`config.mk`:
```
export PLATFORM = sky130hd
export DESIGN_NAME = position_sequencer
export DESIGN_NICKNAME = d
export VERILOG_FILES = /design/src/seq_pkg.sv /design/src/position_sequencer.sv /design/src/seg_table.sv
export VERILOG_INCLUDE_DIRS = /design/src
export SDC_FILE = /design/constraint.sdc
export NUM_CORES = 1
export LEC_CHECK = 0
export BUFFER_PORTS_ARGS = -buffer_cell sky130_fd_sc_hd__buf_2
export CAP_MARGIN = 20
export CORE_ASPECT_RATIO = 1.1
export CORE_MARGIN = 3
export CORE_UTILIZATION = 40
export DETAILED_ROUTE_END_ITERATION = 6
export GPL_ROUTABILITY_DRIVEN = 0
export PLACE_DENSITY_LB_ADDON = 0.15
export SYNTH_ARGS = -nofsm -noshare
export SYNTH_HDL_FRONTEND = slang
export SYNTH_SLANG_ARGS = --single-unit
```
`constraint.sdc`:
```
create_clock -name core_clk -period 3.85 [get_ports core_clk]
set_clock_uncertainty 0.05 [all_clocks]
set_input_delay 0.385 -clock core_clk [delete_from_list [all_inputs] [get_ports core_clk]]
set_output_delay 0.385 -clock core_clk [all_outputs]
set_load 0.01 [all_outputs]
```
`src/seq_params.svh`:
```
// constants of the multi-segment position sequencer
`ifndef SEQ_PARAMS_SVH
`define SEQ_PARAMS_SVH

`define REG_MODE      6'h00
`define REG_COUNT     6'h01
`define REG_START     6'h02
`define REG_SINGLE    6'h03
`define REG_STATUS    6'h04
`define REG_IRQ_STAT  6'h05
`define REG_IRQ_MASK  6'h06
`define REG_DIST      6'h07
`define REG_DONE_CNT  6'h08
`define TBL_SEL       2'h1

`define MODE_RST      8'h02
`define COUNT_RST     5'h01
`define COUNT_MIN     5'h01
`define COUNT_MAX     5'h10
`define START_RST     5'h00
`define START_MAX     5'h10
`define MASK_RST      3'h0

`define IRQ_SEG_DONE  0
`define IRQ_PASS_DONE 1
`define IRQ_ABORT     2

`endif

```
`src/seq_pkg.sv`:
```
// types of the multi-segment position sequencer
package seq_pkg;

  typedef enum logic [1:0] {
    st_idle  = 2'b00,
    st_fetch = 2'b01,
    st_load  = 2'b10,
    st_run   = 2'b11
  } seq_state_t;

  typedef enum logic [7:0] {
    mode_di_select = 8'h02,
    mode_seq_pass  = 8'h03,
    mode_axis      = 8'h05
  } op_mode_t;

endpackage

```
`src/position_sequencer.sv`:
```
// multi-segment position sequencer with register port and interrupt
`timescale 1ns/1ps
`include "seq_params.svh"
module position_sequencer #(
  parameter int DIST_W = 32,
  parameter int SEGS   = 16
) (
  // clock and reset
  input  wire logic              core_clk,
  input  wire logic              arst_n,
  // register port
  input  wire logic [5:0]        reg_addr,
  input  wire logic [31:0]       reg_wdata,
  input  wire logic              reg_wr,
  input  wire logic              reg_rd,
  output logic      [31:0]       reg_rdata_q,
  // host digital inputs
  input  wire logic              motion_enable_input,
  input  wire logic              segment_select_bit0,
  input  wire logic              segment_select_bit1,
  input  wire logic              segment_select_bit2,
  input  wire logic              segment_select_bit3,
  input  wire logic              append_trigger_input,
  input  wire logic              interrupt_trigger_input,
  // position loop
  input  wire logic              move_finished,
  output logic                   move_start_q,
  output logic      [DIST_W-1:0] move_distance_q,
  output logic                   move_abort_q,
  // status outputs
  output logic                   positioning_done_output_q,
  output logic                   seq_busy_q,
  output logic                   irq_q
);

  import seq_pkg::*;

  seq_state_t        state_q;
  logic [7:0]        mode_q;
  logic [4:0]        count_q;
  logic [4:0]        start_q;
  logic [DIST_W-1:0] single_q;
  logic [2:0]        irq_stat_q;
  logic [2:0]        irq_stat_d;
  logic [2:0]        irq_mask_q;
  logic [15:0]       done_cnt_q;
  logic [3:0]        idx_q;
  logic              en_prev_q;
  logic              hold_q;
  logic              pend_q;
  logic [DIST_W-1:0] pend_dist_q;
  logic              pass_evt_q;
  logic [DIST_W-1:0] tbl_rd_b;
  logic [31:0]       rd_mux;
  logic              en_rise;
  logic              tbl_hit;
  logic [3:0]        sel_idx;
  logic [3:0]        last_idx;
  logic              start_ok;
  logic              seg_end;

  assign en_rise  = motion_enable_input & ~en_prev_q;
  assign tbl_hit  = (reg_addr[5:4] == `TBL_SEL);
  assign sel_idx  = {segment_select_bit3, segment_select_bit2,
                     segment_select_bit1, segment_select_bit0};
  assign last_idx = 4'(count_q - 5'h01);
  assign start_ok = (start_q != 5'h00) && (start_q <= count_q);
  assign seg_end  = (state_q == st_run) && move_finished;

  // segment distance table
  seg_table #(
    .DW    (DIST_W),
    .DEPTH (SEGS),
    .AW    (4)
  ) u_table (
    .core_clk (core_clk),
    .wr_en    (reg_wr & tbl_hit),
    .wr_addr  (reg_addr[3:0]),
    .wr_data  (reg_wdata[DIST_W-1:0]),
    .a_addr   (reg_addr[3:0]),
    .a_data_q (),
    .b_addr   (idx_q),
    .b_data_q (tbl_rd_b)
  );

  // configuration registers
  always_ff @(posedge core_clk or negedge arst_n) begin
    if (!arst_n) begin
      mode_q     <= `MODE_RST;
      count_q    <= `COUNT_RST;
      start_q    <= `START_RST;
      single_q   <= '0;
      irq_mask_q <= `MASK_RST;
    end else if (reg_wr) begin
      case (reg_addr)
        `REG_MODE: begin
          mode_q <= reg_wdata[7:0];
        end
        `REG_COUNT: begin
          if (reg_wdata[4:0] >= `COUNT_MIN &&
              reg_wdata[4:0] <= `COUNT_MAX &&
              reg_wdata[31:5] == '0) begin
            count_q <= reg_wdata[4:0];
          end
        end
        `REG_START: begin
          if (reg_wdata[4:0] <= `START_MAX && reg_wdata[31:5] == '0) begin
            start_q <= reg_wdata[4:0];
          end
        end
        `REG_SINGLE: begin
          single_q <= reg_wdata[DIST_W-1:0];
        end
        `REG_IRQ_MASK: begin
          irq_mask_q <= reg_wdata[2:0];
        end
        default: begin
          mode_q <= mode_q;
        end
      endcase
    end
  end

  // enable edge detect
  always_ff @(posedge core_clk or negedge arst_n) begin
    if (!arst_n) begin
      en_prev_q <= 1'b0;
    end else begin
      en_prev_q <= motion_enable_input;
    end
  end

  // sequencer
  always_ff @(posedge core_clk or negedge arst_n) begin
    if (!arst_n) begin
      state_q                   <= st_idle;
      idx_q                     <= 4'h0;
      hold_q                    <= 1'b0;
      pend_q                    <= 1'b0;
      pend_dist_q               <= '0;
      move_start_q              <= 1'b0;
      move_abort_q              <= 1'b0;
      move_distance_q           <= '0;
      positioning_done_output_q <= 1'b0;
      pass_evt_q                <= 1'b0;
    end else begin
      move_start_q              <= 1'b0;
      move_abort_q              <= 1'b0;
      positioning_done_output_q <= 1'b0;
      pass_evt_q                <= 1'b0;
      if (!motion_enable_input) begin
        hold_q <= 1'b0;
      end
      case (state_q)
        st_idle: begin
          if (mode_q == mode_di_select && en_rise) begin
            idx_q   <= sel_idx;
            state_q <= st_fetch;
          end else if (mode_q == mode_seq_pass && motion_enable_input &&
                       !hold_q) begin
            if (idx_q > last_idx) begin
              idx_q <= 4'h0;
            end
            state_q <= st_fetch;
          end else if (mode_q == mode_axis && motion_enable_input &&
                       !hold_q) begin
            move_distance_q <= single_q;
            move_start_q    <= 1'b1;
            pend_q          <= 1'b0;
            state_q         <= st_run;
          end
        end
        st_fetch: begin
          state_q <= st_load;
        end
        st_load: begin
          move_distance_q <= tbl_rd_b;
          move_start_q    <= 1'b1;
          state_q         <= st_run;
        end
        st_run: begin
          if (mode_q != mode_di_select && !motion_enable_input) begin
            move_abort_q <= 1'b1;
            pend_q       <= 1'b0;
            state_q      <= st_idle;
          end else if (mode_q == mode_axis && interrupt_trigger_input) begin
            move_abort_q    <= 1'b1;
            move_distance_q <= single_q;
            move_start_q    <= 1'b1;
            pend_q          <= 1'b0;
          end else if (move_finished) begin
            positioning_done_output_q <= 1'b1;
            if (mode_q == mode_seq_pass) begin
              if (idx_q >= last_idx) begin
                if (start_ok) begin
                  idx_q   <= 4'(start_q - 5'h01);
                  state_q <= st_fetch;
                end else begin
                  idx_q      <= 4'h0;
                  hold_q     <= 1'b1;
                  pass_evt_q <= 1'b1;
                  state_q    <= st_idle;
                end
              end else begin
                idx_q   <= idx_q + 4'h1;
                state_q <= st_fetch;
              end
            end else if (mode_q == mode_axis) begin
              if (append_trigger_input) begin
                move_distance_q <= single_q;
                move_start_q    <= 1'b1;
                pend_q          <= 1'b0;
              end else if (pend_q) begin
                move_distance_q <= pend_dist_q;
                move_start_q    <= 1'b1;
                pend_q          <= 1'b0;
              end else begin
                hold_q  <= 1'b1;
                state_q <= st_idle;
              end
            end else begin
              state_q <= st_idle;
            end
          end else if (mode_q == mode_axis && append_trigger_input) begin
            pend_q      <= 1'b1;
            pend_dist_q <= single_q;
          end
        end
        default: begin
          state_q <= st_idle;
        end
      endcase
    end
  end

  // busy flag
  always_ff @(posedge core_clk or negedge arst_n) begin
    if (!arst_n) begin
      seq_busy_q <= 1'b0;
    end else begin
      seq_busy_q <= (state_q != st_idle);
    end
  end

  // completed segment counter
  always_ff @(posedge core_clk or negedge arst_n) begin
    if (!arst_n) begin
      done_cnt_q <= 16'h0000;
    end else if (reg_wr && reg_addr == `REG_DONE_CNT) begin
      done_cnt_q <= 16'h0000;
    end else if (seg_end && !(mode_q != mode_di_select &&
                 !motion_enable_input)) begin
      done_cnt_q <= done_cnt_q + 16'h0001;
    end
  end

  // sticky event bits, set wins over clear
  always_comb begin
    irq_stat_d = irq_stat_q;
    if (reg_wr && reg_addr == `REG_IRQ_STAT) begin
      irq_stat_d = irq_stat_q & ~reg_wdata[2:0];
    end
    if (positioning_done_output_q) begin
      irq_stat_d[`IRQ_SEG_DONE] = 1'b1;
    end
    if (pass_evt_q) begin
      irq_stat_d[`IRQ_PASS_DONE] = 1'b1;
    end
    if (move_abort_q) begin
      irq_stat_d[`IRQ_ABORT] = 1'b1;
    end
  end

  always_ff @(posedge core_clk or negedge arst_n) begin
    if (!arst_n) begin
      irq_stat_q <= 3'h0;
      irq_q      <= 1'b0;
    end else begin
      irq_stat_q <= irq_stat_d;
      irq_q      <= |(irq_stat_d & irq_mask_q);
    end
  end

  // read data
  always_comb begin
    rd_mux = 32'h0000_0000;
    case (reg_addr)
      `REG_MODE: begin
        rd_mux = {24'h00_0000, mode_q};
      end
      `REG_COUNT: begin
        rd_mux = {27'h0, count_q};
      end
      `REG_START: begin
        rd_mux = {27'h0, start_q};
      end
      `REG_SINGLE: begin
        rd_mux = 32'(single_q);
      end
      `REG_STATUS: begin
        rd_mux = {21'h0, pend_q, hold_q, state_q, idx_q, 1'b0,
                  motion_enable_input, seq_busy_q};
      end
      `REG_IRQ_STAT: begin
        rd_mux = {29'h0, irq_stat_q};
      end
      `REG_IRQ_MASK: begin
        rd_mux = {29'h0, irq_mask_q};
      end
      `REG_DIST: begin
        rd_mux = 32'(move_distance_q);
      end
      `REG_DONE_CNT: begin
        rd_mux = {16'h0000, done_cnt_q};
      end
      default: begin
        rd_mux = 32'h0000_0000;
      end
    endcase
  end

  always_ff @(posedge core_clk or negedge arst_n) begin
    if (!arst_n) begin
      reg_rdata_q <= 32'h0000_0000;
    end else begin
      reg_rdata_q <= reg_rd ? rd_mux : 32'h0000_0000;
    end
  end

endmodule

```
`src/seg_table.sv`:
```
// segment distance table, one write port, two registered read ports
`timescale 1ns/1ps
module seg_table #(
  parameter int DW    = 32,
  parameter int DEPTH = 16,
  parameter int AW    = 4
) (
  // clock
  input  wire logic          core_clk,
  // write port
  input  wire logic          wr_en,
  input  wire logic [AW-1:0] wr_addr,
  input  wire logic [DW-1:0] wr_data,
  // read port a
  input  wire logic [AW-1:0] a_addr,
  output logic      [DW-1:0] a_data_q,
  // read port b
  input  wire logic [AW-1:0] b_addr,
  output logic      [DW-1:0] b_data_q
);

  logic [DW-1:0] mem [DEPTH];

  always_ff @(posedge core_clk) begin
    if (wr_en) begin
      mem[wr_addr] <= wr_data;
    end
  end

  always_ff @(posedge core_clk) begin
    a_data_q <= mem[a_addr];
    b_data_q <= mem[b_addr];
  end

endmodule

```
==> metrics.md, run 1 <==
| Metric | Value |
|---|---|
| Status | `finished, violations left` |
| Failing checks | `design-rule violations` |
| Clock slew at reported path FFs | `0.06 ns` |
| Worst skew pair latency | `0.62 ns` |
| Fmax achieved | `357 MHz` |
| First-pass GRT wire length | `112000 um` |
| Post-Syn Instances | `1549` |
| Std cell rows | `approximately 100` |
| Crit path to | `pend_dist_q[15]` |
| Grt ovf | `0` |
| Syn nets | `about 1600` |
| Synth unique cells | `59` |
| Flop-to-flop setup slack | `1.05 ns` |
| Number of fill cells | `6017` |
| Setup crit start kind | `flop` |
| Switching power | `between 5 and 6 mW` |
| Post-route DRC violation count | `1` |
| Crit Path Max Fanout | `32` |
| Setup TNS | `0 ns` |
| Placed inst area | `30800 um^2` |
| Number of port buffers | `118` |
| Sequential area share after synthesis | `71.8%` |
| Combinational share of power | `19.5%` |
| Initial antenna violation count | `1` |
| Mapped Area | `28700 um^2` |
| Synth area leader | `edfxtp_1` |
| Share of post-route cells with drive strength above 1 | `a little under a third` |
| Die width | `roughly 260 um` |
| Cell breakdown of the critical path | `nor4b_2, a21oi_1, nand2b_1, nor4_4, buf_4, mux2_1` |
| Hpwl dp | `around 45000 um` |
| Endpoints failing setup | `0` |
| ANT nets after route | `0` |
| Hold Path Class | `input port to flop` |
| Pre-CTS setup slack | `approximately 1.0 ns` |
| Unrepaired setup endpoints after global routing | `false` |
| Pint | `15.0 mW` |
| Relative slew slack | `31.5%` |
| Detailed Routing Iterations Pass 1 | `7` |
| Critical Path Stages | `6` |
| Post-route cell area | `33200 um^2` |
| Fin crit share | `72.7%` |
| Worst r2r path cells | `6` |
| Final Slew Violations | `0` |
| Post-placement cell count | `2574` |
| Required @ worst endpoint | `4.28 ns` |
| Asr flop ratio synth | `25.2%` |
| Area contributors post-synth | `edfxtp_1 (54%), dfrtp_1 (16%), mux4_2 (13%)` |
| Worst path bufs/invs | `1` |
| Post-cts resize count | `0` |
| Gr usage total | `20.6%` |
| Final core utilization | `between 40% and 50%` |
| Register Area | `20600 um^2` |
| Reg2Reg Capture Point | `pend_dist_q[15]` |
| CTS tree | `done` |
| TritonCTS Sinks | `727` |
| Design Power | `between 20 and 25 mW` |
| Syn avg cell area | `18.5 um^2` |
| IO Pins | `119` |
| Sw Share | `around 28%` |
| Area Growth Syn to Fin | `15.9%` |
| Chip Height | `287 um` |
| Post-DR wirelength/cell | `28.1 um` |
| Clock share of power | `around a third` |
| Crit-path slowest cell | `dfstp_2` |
| Routed WL | `76300 um` |
| Pwr/cell area | `626 nW/um^2` |
| Root Buffer | `clkbuf_16` |
| Multi-input logic area | `approximately 7800 um^2` |
| Commonest non-fill, non-tap cell in the layout | `edfxtp_1` |
| Initial Util | `40.6%` |
| Worst setup EP type | `flop` |
| H-tree depth | `3` |
| Hold_buf cts | `2` |
| Clock tree buffer depth | `3` |
| Non-filler cells, final | `~2700` |
| Most frequent cells in the layout | `edfxtp_1 (512), dfrtp_1 (177), mux4_2 (160)` |
| Setup ws final | `1.05 ns` |
| Via count | `15500` |
| TritonCTS Buffers | `74` |
| Area share of the largest cell type after synthesis | `53.6%` |
| Synthesis Warnings | `0` |
| Actual slew at the worst max-slew pin | `1.03 ns` |
| Worst r2r src | `mode_q[1]` |
| Vias in the first global route | `16000` |
| Core area | `70700 um^2` |
| Synth Flop Type | `edfxtp_1` |
| CP max stage delay | `0.57 ns` |
| Post-synthesis register bit count | `727` |
| Top delay family on crit path | `simple AND/OR/NAND/NOR gates` |
| Reg power frac | `around 46%` |
| Setup CP Type | `flop to flop` |
| Via density | `5.72` |
| Initial detailed-routing violation count | `1500` |
| Setup Buffers After CTS | `0` |
| Fin nets | `1783` |
| Worst path arrival time | `3.23 ns` |
| Leakage | `around 12 nW` |
| Die area | `74900 um^2` |
| Crit path time final | `2.80 ns` |
| Final hold violation count | `0` |
| Pin count of the biggest net entering global routing | `about 130` |
| EDFF count, synth | `512` |
| Critical Path Source | `mode_q[1]` |
| Worst vdd ir | `0.000360 V` |
| Max Cap Viol | `0` |
| Hold Slack | `0.127 ns` |
==> cell usage after synthesis, types with 13 or more instances <==
| library cell | count |
|---|---|
| a21oi_1 | 25 |
| a222oi_1 | 19 |
| a22oi_1 | 62 |
| a31oi_1 | 33 |
| buf_1 | 13 |
| buf_2 | 15 |
| clkbuf_1 | 51 |
| dfrtp_1 | 181 |
| dfxtp_1 | 32 |
| edfxtp_1 | 512 |
| ha_1 | 17 |
| inv_1 | 15 |
| mux2_1 | 34 |
| mux2_2 | 74 |
| mux4_2 | 160 |
| nand2_1 | 56 |
| nor2_1 | 102 |
| o21ai_0 | 13 |
==> state kept, by name, summed over array words and instances, names as in the netlist, 2 cells and up <==
register / flops
u_table.mem: 512
move_distance_q: 32
pend_dist_q: 32
reg_rdata_q: 32
single_q: 32
u_table.b_data_q: 32
done_cnt_q: 16
mode_q: 8
count_q: 5
start_q: 5
idx_q: 4
irq_mask_q: 3
irq_stat_q: 3
state_q: 2
==> metal layers <==
layer | track usage, % | vias up | part of all wire, % | routed length, um
li1 | - | 6590 | - | -
met1 | 28.8 | 8276 | 43 | 32900
met2 | 33.3 | 550 | 49 | 37100
met3 | 2.90 | 116 | 5.5 | 4220
met4 | 6.93 | 2 | 2.7 | 2040
met5 | 0 | - | 0.017 | 13
==> power groups by stage <==
stage                     logic, mW  registers [mW]  clock network [mW]
after floorplan                2.82            9.42                   0
after global placement         4.07            9.69                   0
after detailed placement       4.11            9.70                   0
after CTS                      4.11            9.54                7.37
after global routing           4.39            9.59                7.69
final                          4.05            9.55                7.20
==> how the worst min path moves through the flow <==
stage	from	endpoint	slack [ns]	cells past startpoint
2_1_floorplan	arst_n	count_q[1]	0.04	0
3_5_place_dp	arst_n	move_distance_q[29]	0.39	1
3_3_place_gp	arst_n	move_distance_q[29]	0.39	1
5_1_grt	reg_wdata[13]	u_table.mem[6][13]	0.12	1
6_report	reg_wdata[31]	u_table.mem[6][31]	0.13	1
4_1_cts	reg_wdata[31]	u_table.mem[6][31]	0.09	1
==> cell families after synthesis <==
family	count (synthesis)	share of synthesized area, %
compound gates	182	4.62
xor+xnor	20	0.611
fa+ha+maj	17	0.742
buf+inv	97	1.37
flops	727	71.8
mux	268	16.8
simple gates	238	4.01
==> layout make-up <==
cell class | count | share of cell area (%)
flip-flops and latches | 727 | 62.0
diodes | 2 | 0.0151
clock buffers | 108 | 6.51
repair buffers | 173 | 3.40
clock inverters | 30 | 0.866
inverters | 15 | 0.169
multi-input cells | 725 | 23.5
well taps | 936 | 3.52
No activity file was read; power rests on OpenSTA's default activity.
==> run 2, diff against run 1 <==
==> constraint.sdc (replaced) <==
create_clock -name core_clk -period 2.6 [get_ports core_clk]
set_clock_uncertainty 0.05 [all_clocks]
set_input_delay 0.26 -clock core_clk [delete_from_list [all_inputs] [get_ports core_clk]]
set_output_delay 0.26 -clock core_clk [all_outputs]
set_load 0.01 [all_outputs]
==> run 2 against run 1 <==
The flow now finishes without violations; global-route usage rose by 0.24 points; power rose by 50%; via count rose by 1.9%; combinational power rose by 65%.
==> metrics.md, run 2 (synthesis results as in run 1) <==
| Metric | Value |
|---|---|
| Vias in the first global route | `16400 (was 16000)` |
| Ant diodes | `0 (was 2)` |
| Clock tree buffer depth | `3 (unchanged)` |
| Grt ovf | `0 (unchanged)` |
| Area Growth Syn to Fin | `19.0% (was 15.9%)` |
| CTS tree | `done (unchanged)` |
| Max reg flops | `512 (unchanged)` |
| Worst setup EP type | `flop (unchanged)` |
| Crit Path Max Fanout | `4 (was 32)` |
| TritonCTS Sinks | `727 (unchanged)` |
| CP max stage delay | `0.56 ns (was 0.57 ns)` |
| Worst skew pair latency | `0.61 ns (was 0.62 ns)` |
| Share of post-route cells with drive strength above 1 | `34.1% (was 30.9%)` |
| Setup ws final | `0.0615 ns (was 1.05 ns)` |
| Std cell rows | `102 (unchanged)` |
| Hold Path Class | `input port to flop (unchanged)` |
| IO Pins | `119 (unchanged)` |
| Setup crit start kind | `flop (unchanged)` |
| Register Area | `20600 um^2 (unchanged)` |
| Die width | `261 um (unchanged)` |
| Relative slew slack | `46.6% (was 31.5%)` |
| Status | `finished, final reports clean (was finished, violations left)` |
| Via count | `15800 (was 15500)` |
| Multi-input logic area | `7920 um^2 (was 7820 um^2)` |
| H-tree depth | `3 (unchanged)` |
| Worst path arrival time | `2.98 ns (was 3.23 ns)` |
| Core area | `70700 um^2 (unchanged)` |
| Initial antenna violation count | `1 (unchanged)` |
| First-pass GRT wire length | `113000 um (was 112000 um)` |
| Most frequent cells in the layout | `edfxtp_1 (512), dfrtp_1 (177), mux4_2 (160) (unchanged)` |
| Routed WL | `77100 um (was 76300 um)` |
| Post-route DRC violation count | `0 (was 1)` |
| Chip Height | `287 um (unchanged)` |
| Pre-CTS setup slack | `-0.118 ns (was 1.00 ns)` |
| Gr usage total | `20.8% (was 20.6%)` |
| Die area | `74900 um^2 (unchanged)` |
| Hold Slack | `0.0390 ns (was 0.127 ns)` |
| Max Cap Viol | `0 (unchanged)` |
| Initial detailed-routing violation count | `1608 (was 1500)` |
| Root Buffer | `clkbuf_16 (unchanged)` |
| Setup CP Type | `flop to flop (unchanged)` |
| Fin crit share | `97.6% (was 72.7%)` |
| TritonCTS Buffers | `73 (was 74)` |
| Setup TNS | `0 ns (unchanged)` |
| Pin count of the biggest net entering global routing | `65 (was 133)` |
| Hpwl dp | `46100 um (was 44700 um)` |
| Detailed Routing Iterations Pass 1 | `5 (was 7)` |
| Required @ worst endpoint | `3.04 ns (was 4.28 ns)` |
| Final core utilization | `48.3% (was 47.0%)` |
| Final Slew Violations | `0 (unchanged)` |
| Cell breakdown of the critical path | `inv_4, ha_4, xnor2_2, ha_1, and4_4, nor3_4, a21oi_2, a2111oi_4, buf_4, mux2_4 (was nor4b_2, a21oi_1, nand2b_1, nor4_4, buf_4, mux2_1)` |
| Fin nets | `1856 (was 1783)` |
| Clock slew at reported path FFs | `0.06 ns (about the same)` |
| Final hold violation count | `0 (unchanged)` |
| Unrepaired setup endpoints after global routing | `true (was false)` |
| Leakage | `12.1 nW (was 11.7 nW)` |
| Pwr/cell area | `911 nW/um^2 (was 626 nW/um^2)` |
| Worst vdd ir | `0.000606 V (was 0.000360 V)` |
| Endpoints failing setup | `0 (unchanged)` |
| Commonest non-fill, non-tap cell in the layout | `edfxtp_1 (unchanged)` |
| Via density | `5.69 (was 5.72)` |
| Crit path time final | `2.54 ns (was 2.80 ns)` |
| Post-DR wirelength/cell | `27.7 um (was 28.1 um)` |
| ANT nets after route | `0 (unchanged)` |
| Largest register by flop count | `u_table.mem (unchanged)` |
| Initial Util | `40.6% (unchanged)` |
| Crit-path slowest cell | `dfstp_2 (unchanged)` |
| Number of port buffers | `118 (unchanged)` |
| Number of fill cells | `5895 (was 6017)` |
| Actual slew at the worst max-slew pin | `0.802 ns (was 1.03 ns)` |
| Fmax achieved | `394 MHz (was 357 MHz)` |
[run 2: repair_timing]
| action | CTS | global route |
|---|---|---|
| pin swaps | 3 | 6 |
| hold endpoints to repair | 130 | 0 |
| setup endpoints to repair | 4 | 11 |
| hold buffers | 10 | 0 |
| gates resized for setup | 11 | 10 |
| setup buffers | 1 | 2 |
[run 2: through the flow]
stage,std cells,area [um^2],power [mW]
2_1_floorplan,1549,28700,18.1
3_3_place_gp,2637,31600,20.9
3_5_place_dp,2637,31600,21.0
4_1_cts,2780,34100,31.4
5_1_grt,2782,34100,32.4
6_report,2782,34100,31.1
[run 2: area by class of cell]
type                    count  area share, %
clock buffers              98           6.02
inverters                  15          0.172
repair buffers            247           6.00
flip-flops and latches    727           60.4
clock inverters            34          0.806
well taps                 936           3.43
multi-input cells         725           23.2
[run 2: final timing paths]
path	start	to	slack, ns	depth (start not counted)
setup / recovery	count_q[0]	idx_q[2]	0.06	10
hold / removal	segment_select_bit3	idx_q[3]	0.04	4
setup reg to reg	count_q[0]	idx_q[2]	0.06	10
hold reg to reg	pass_evt_q	irq_stat_q[1]	0.43	1
max in group asynchronous	arst_n	reg_rdata_q[8]	1.48	3
min in group asynchronous	arst_n	single_q[30]	0.14	2
[run 2: power breakdown]
group / leakage [nW] / switching, mW / internal, mW
Combinational: 3.69 / 3.46 / 3.22
Clock: 1.15 / 4.36 / 5.95
Sequential: 7.26 / 0.902 / 13.2
[run 2: worst max-delay path: cells and delay by family, from the launching register on]
family / cells / cell delay [ns]
AOI/OAI and AO/OA: 2 / 0.29
xor gates and xnor gates: 1 / 0.12
adders and majority gates: 2 / 0.46
buffers and inverters: 2 / 0.27
DFF: 1 / 0.56
muxes: 1 / 0.31
and+or+nand+nor: 2 / 0.35
[run 2: routing by layer]
layer,vias up,track usage [%],part of all wire [%]
met5,-,0,0
met2,487,34.1,49
met1,8510,29.4,44
met4,0,6.47,2.2
li1,6729,-,-
met3,101,2.41,4.9
==> run 3, diff against run 2 <==
--- a/config.mk
+++ b/config.mk
@@ -10,7 +10,7 @@
 export CAP_MARGIN = 20
 export CORE_ASPECT_RATIO = 1.1
 export CORE_MARGIN = 3
-export CORE_UTILIZATION = 40
+export CORE_UTILIZATION = 45
 export DETAILED_ROUTE_END_ITERATION = 6
 export GPL_ROUTABILITY_DRIVEN = 0
 export PLACE_DENSITY_LB_ADDON = 0.15
==> run 3 against run 2 <==
Final cell count down 3.4%; worst hold slack better by 0.0046 ns; non-clock buffer count up 1; largest power group unchanged; via count down 0.32%; utilization up 5.9 points; sequential share of layout area up 0.30 points.
==> metrics.md, run 3 (synthesis results as in run 1) <==
| Metric | Value |
|---|---|
| Post-route DRC violation count | `0 (unchanged)` |
| IO Pins | `119 (unchanged)` |
| Die area | `66800 um^2 (was 74900 um^2)` |
| Std cell rows | `96 (was 102)` |
| Number of port buffers | `118 (unchanged)` |
| TritonCTS Buffers | `74 (was 73)` |
| Setup CP Type | `flop to flop (unchanged)` |
| Post-DR wirelength/cell | `27.4 um (was 27.7 um)` |
| Combinational share of power | `21.1% (was 21.5%)` |
| Worst vdd ir | `0.000788 V (was 0.000606 V)` |
| Top Layer Used | `met4 (unchanged)` |
| Final hold violation count | `0 (unchanged)` |
| Worst skew pair latency | `0.61 ns (about the same)` |
| Hold Path Class | `input port to flop (unchanged)` |
| Pint | `22.4 mW (about the same)` |
| Setup crit start kind | `flop (unchanged)` |
| Setup TNS | `0 ns (unchanged)` |
| Sw Share | `27.8% (was 28.0%)` |
| Most frequent cells in the layout | `edfxtp_1 (512), dfrtp_1 (177), mux4_2 (160) (unchanged)` |
| CTS tree | `done (unchanged)` |
| Worst path arrival time | `2.96 ns (was 2.98 ns)` |
| Post-route cell area | `34000 um^2 (was 34100 um^2)` |
| Initial detailed-routing violation count | `1795 (was 1608)` |
| Grt ovf | `0 (unchanged)` |
| Status | `finished, final reports clean (unchanged)` |
| Initial antenna violation count | `1 (unchanged)` |
| First-pass GRT wire length | `108000 um (was 113000 um)` |
| Initial Util | `45.7% (was 40.6%)` |
| Fin nets | `1858 (was 1856)` |
| Fin crit share | `96.8% (was 97.6%)` |
| Met3 WL | `3990 um (was 3740 um)` |
| DRT met1 WL | `32200 um (was 33600 um)` |
| Reg power frac | `45.3% (was 45.4%)` |
| Max reg flops | `512 (unchanged)` |
| Gr usage total | `22.2% (was 20.8%)` |
| Relative slew slack | `32.1% (was 46.6%)` |
| TritonCTS Sinks | `727 (unchanged)` |
| Clock tree buffer depth | `3 (unchanged)` |
| H-tree depth | `3 (unchanged)` |
| Vias in the first global route | `16000 (was 16400)` |
| Commonest non-fill, non-tap cell in the layout | `edfxtp_1 (unchanged)` |
| Hpwl dp | `44400 um (was 46100 um)` |
| Worst setup EP type | `flop (unchanged)` |
| Share of post-route cells with drive strength above 1 | `33.7% (was 34.1%)` |
| Routed met2 length | `35500 um (was 38100 um)` |
| Die width | `247 um (was 261 um)` |
| Max Cap Viol | `0 (unchanged)` |
| ANT nets after route | `0 (unchanged)` |
| Core area | `62700 um^2 (was 70700 um^2)` |
| Chip Height | `271 um (was 287 um)` |
| Clock share of power | `33.6% (was 33.1%)` |
| Area Growth Syn to Fin | `18.5% (was 19.0%)` |
| Detailed Routing Iterations Pass 1 | `5 (unchanged)` |
| Leakage | `12.1 nW (about the same)` |
| Required @ worst endpoint | `3.04 ns (about the same)` |
| Switching power | `8.59 mW (was 8.72 mW)` |
| Root Buffer | `clkbuf_16 (unchanged)` |
| Via density | `5.87 (was 5.69)` |
| Crit path time final | `2.52 ns (was 2.54 ns)` |
| Via count | `15800 (about the same)` |
| Placed inst area | `31400 um^2 (was 31600 um^2)` |
| Largest register by flop count | `u_table.mem (unchanged)` |
| Hold Slack | `0.0436 ns (was 0.0390 ns)` |
| Pwr/cell area | `911 nW/um^2 (about the same)` |
| Pin count of the biggest net entering global routing | `75 (was 65)` |
| Clock slew at reported path FFs | `0.06 ns (about the same)` |
| Endpoints failing setup | `0 (unchanged)` |
| Final Slew Violations | `0 (unchanged)` |
| Actual slew at the worst max-slew pin | `1.02 ns (was 0.802 ns)` |
| Fmax achieved | `397 MHz (was 394 MHz)` |
| Design Power | `30.9 mW (was 31.1 mW)` |
| Crit Path Max Fanout | `4 (unchanged)` |
| Unrepaired setup endpoints after global routing | `true (unchanged)` |
| Routed WL | `73600 um (was 77100 um)` |
[run 3: what timing repair did]
action                     CTS  global route
gates resized for setup      3            15
hold buffers                11             0
hold endpoints to repair   162             0
buffers inserted             1             1
setup endpoints to repair    4             6
pin swaps                    3             7
[run 3: path summary, 6_finish.rpt]
path                                  from             endpoint  slack [ns]  depth (start not counted)
max                             count_q[0]             idx_q[1]        0.08                         10
min                          reg_wdata[23]  u_table.mem[14][23]        0.04                          1
max reg2reg                     count_q[0]             idx_q[1]        0.08                         10
min reg2reg                pend_dist_q[27]      pend_dist_q[27]        0.43                          1
max in group asynchronous           arst_n            mode_q[1]        1.55                          3
min in group asynchronous           arst_n      reg_rdata_q[27]        0.22                          2
[run 3: worst max-delay path, cell delays in order, from the launching register on]
cell,delay [ns]
dfstp_2,0.53
buf_4,0.13
nor3_2,0.05
xnor2_1,0.12
ha_1,0.30
and4_4,0.22
nor3_4,0.20
a21oi_4,0.08
a2111oi_4,0.19
buf_4,0.22
mux2_4,0.31
[run 3: stage by stage]
step	cells	utilization [%]	setup slack, ns
final	2687	54.2	0.0820
after floorplan	1549	-	-0.344
after global placement	2535	50.0	0.0123
after CTS	2685	54.0	-0.00370
after detailed placement	2535	50.0	-0.0479
after global routing	2687	54.2	-0.0261
[run 3: area by class of cell]
type                       instances  area [um^2]
tap                              833         1040
timing repair buffer             248         1970
inverter                          15         56.3
clock inverter                    36          329
clock buffer                     102         2050
fill                            4939        28700
sequential                       727        20600
antenna                            1         2.50
multi-input combinational        725         7910
[run 3: power by group through the flow]
| stage | clock [mW] | sequential [mW] | combinational (mW) |
|---|---|---|---|
| 3_3_place_gp | 0 | 14.2 | 6.46 |
| 5_1_grt | 11.1 | 14.1 | 7.03 |
| 6_report | 10.4 | 14.0 | 6.52 |
| 2_1_floorplan | 0 | 13.9 | 4.19 |
| 3_5_place_dp | 0 | 14.2 | 6.52 |
| 4_1_cts | 10.7 | 14.0 | 6.57 |
[run 3: per-layer routing]
| layer | GRT usage (%) | vias to the layer above |
|---|---|---|
| met2 | 35.3 | 509 |
| met4 | 6.47 | 0 |
| li1 | - | 6749 |
| met1 | 32.3 | 8416 |
| met3 | 3.05 | 102 |
| met5 | 0 | - |
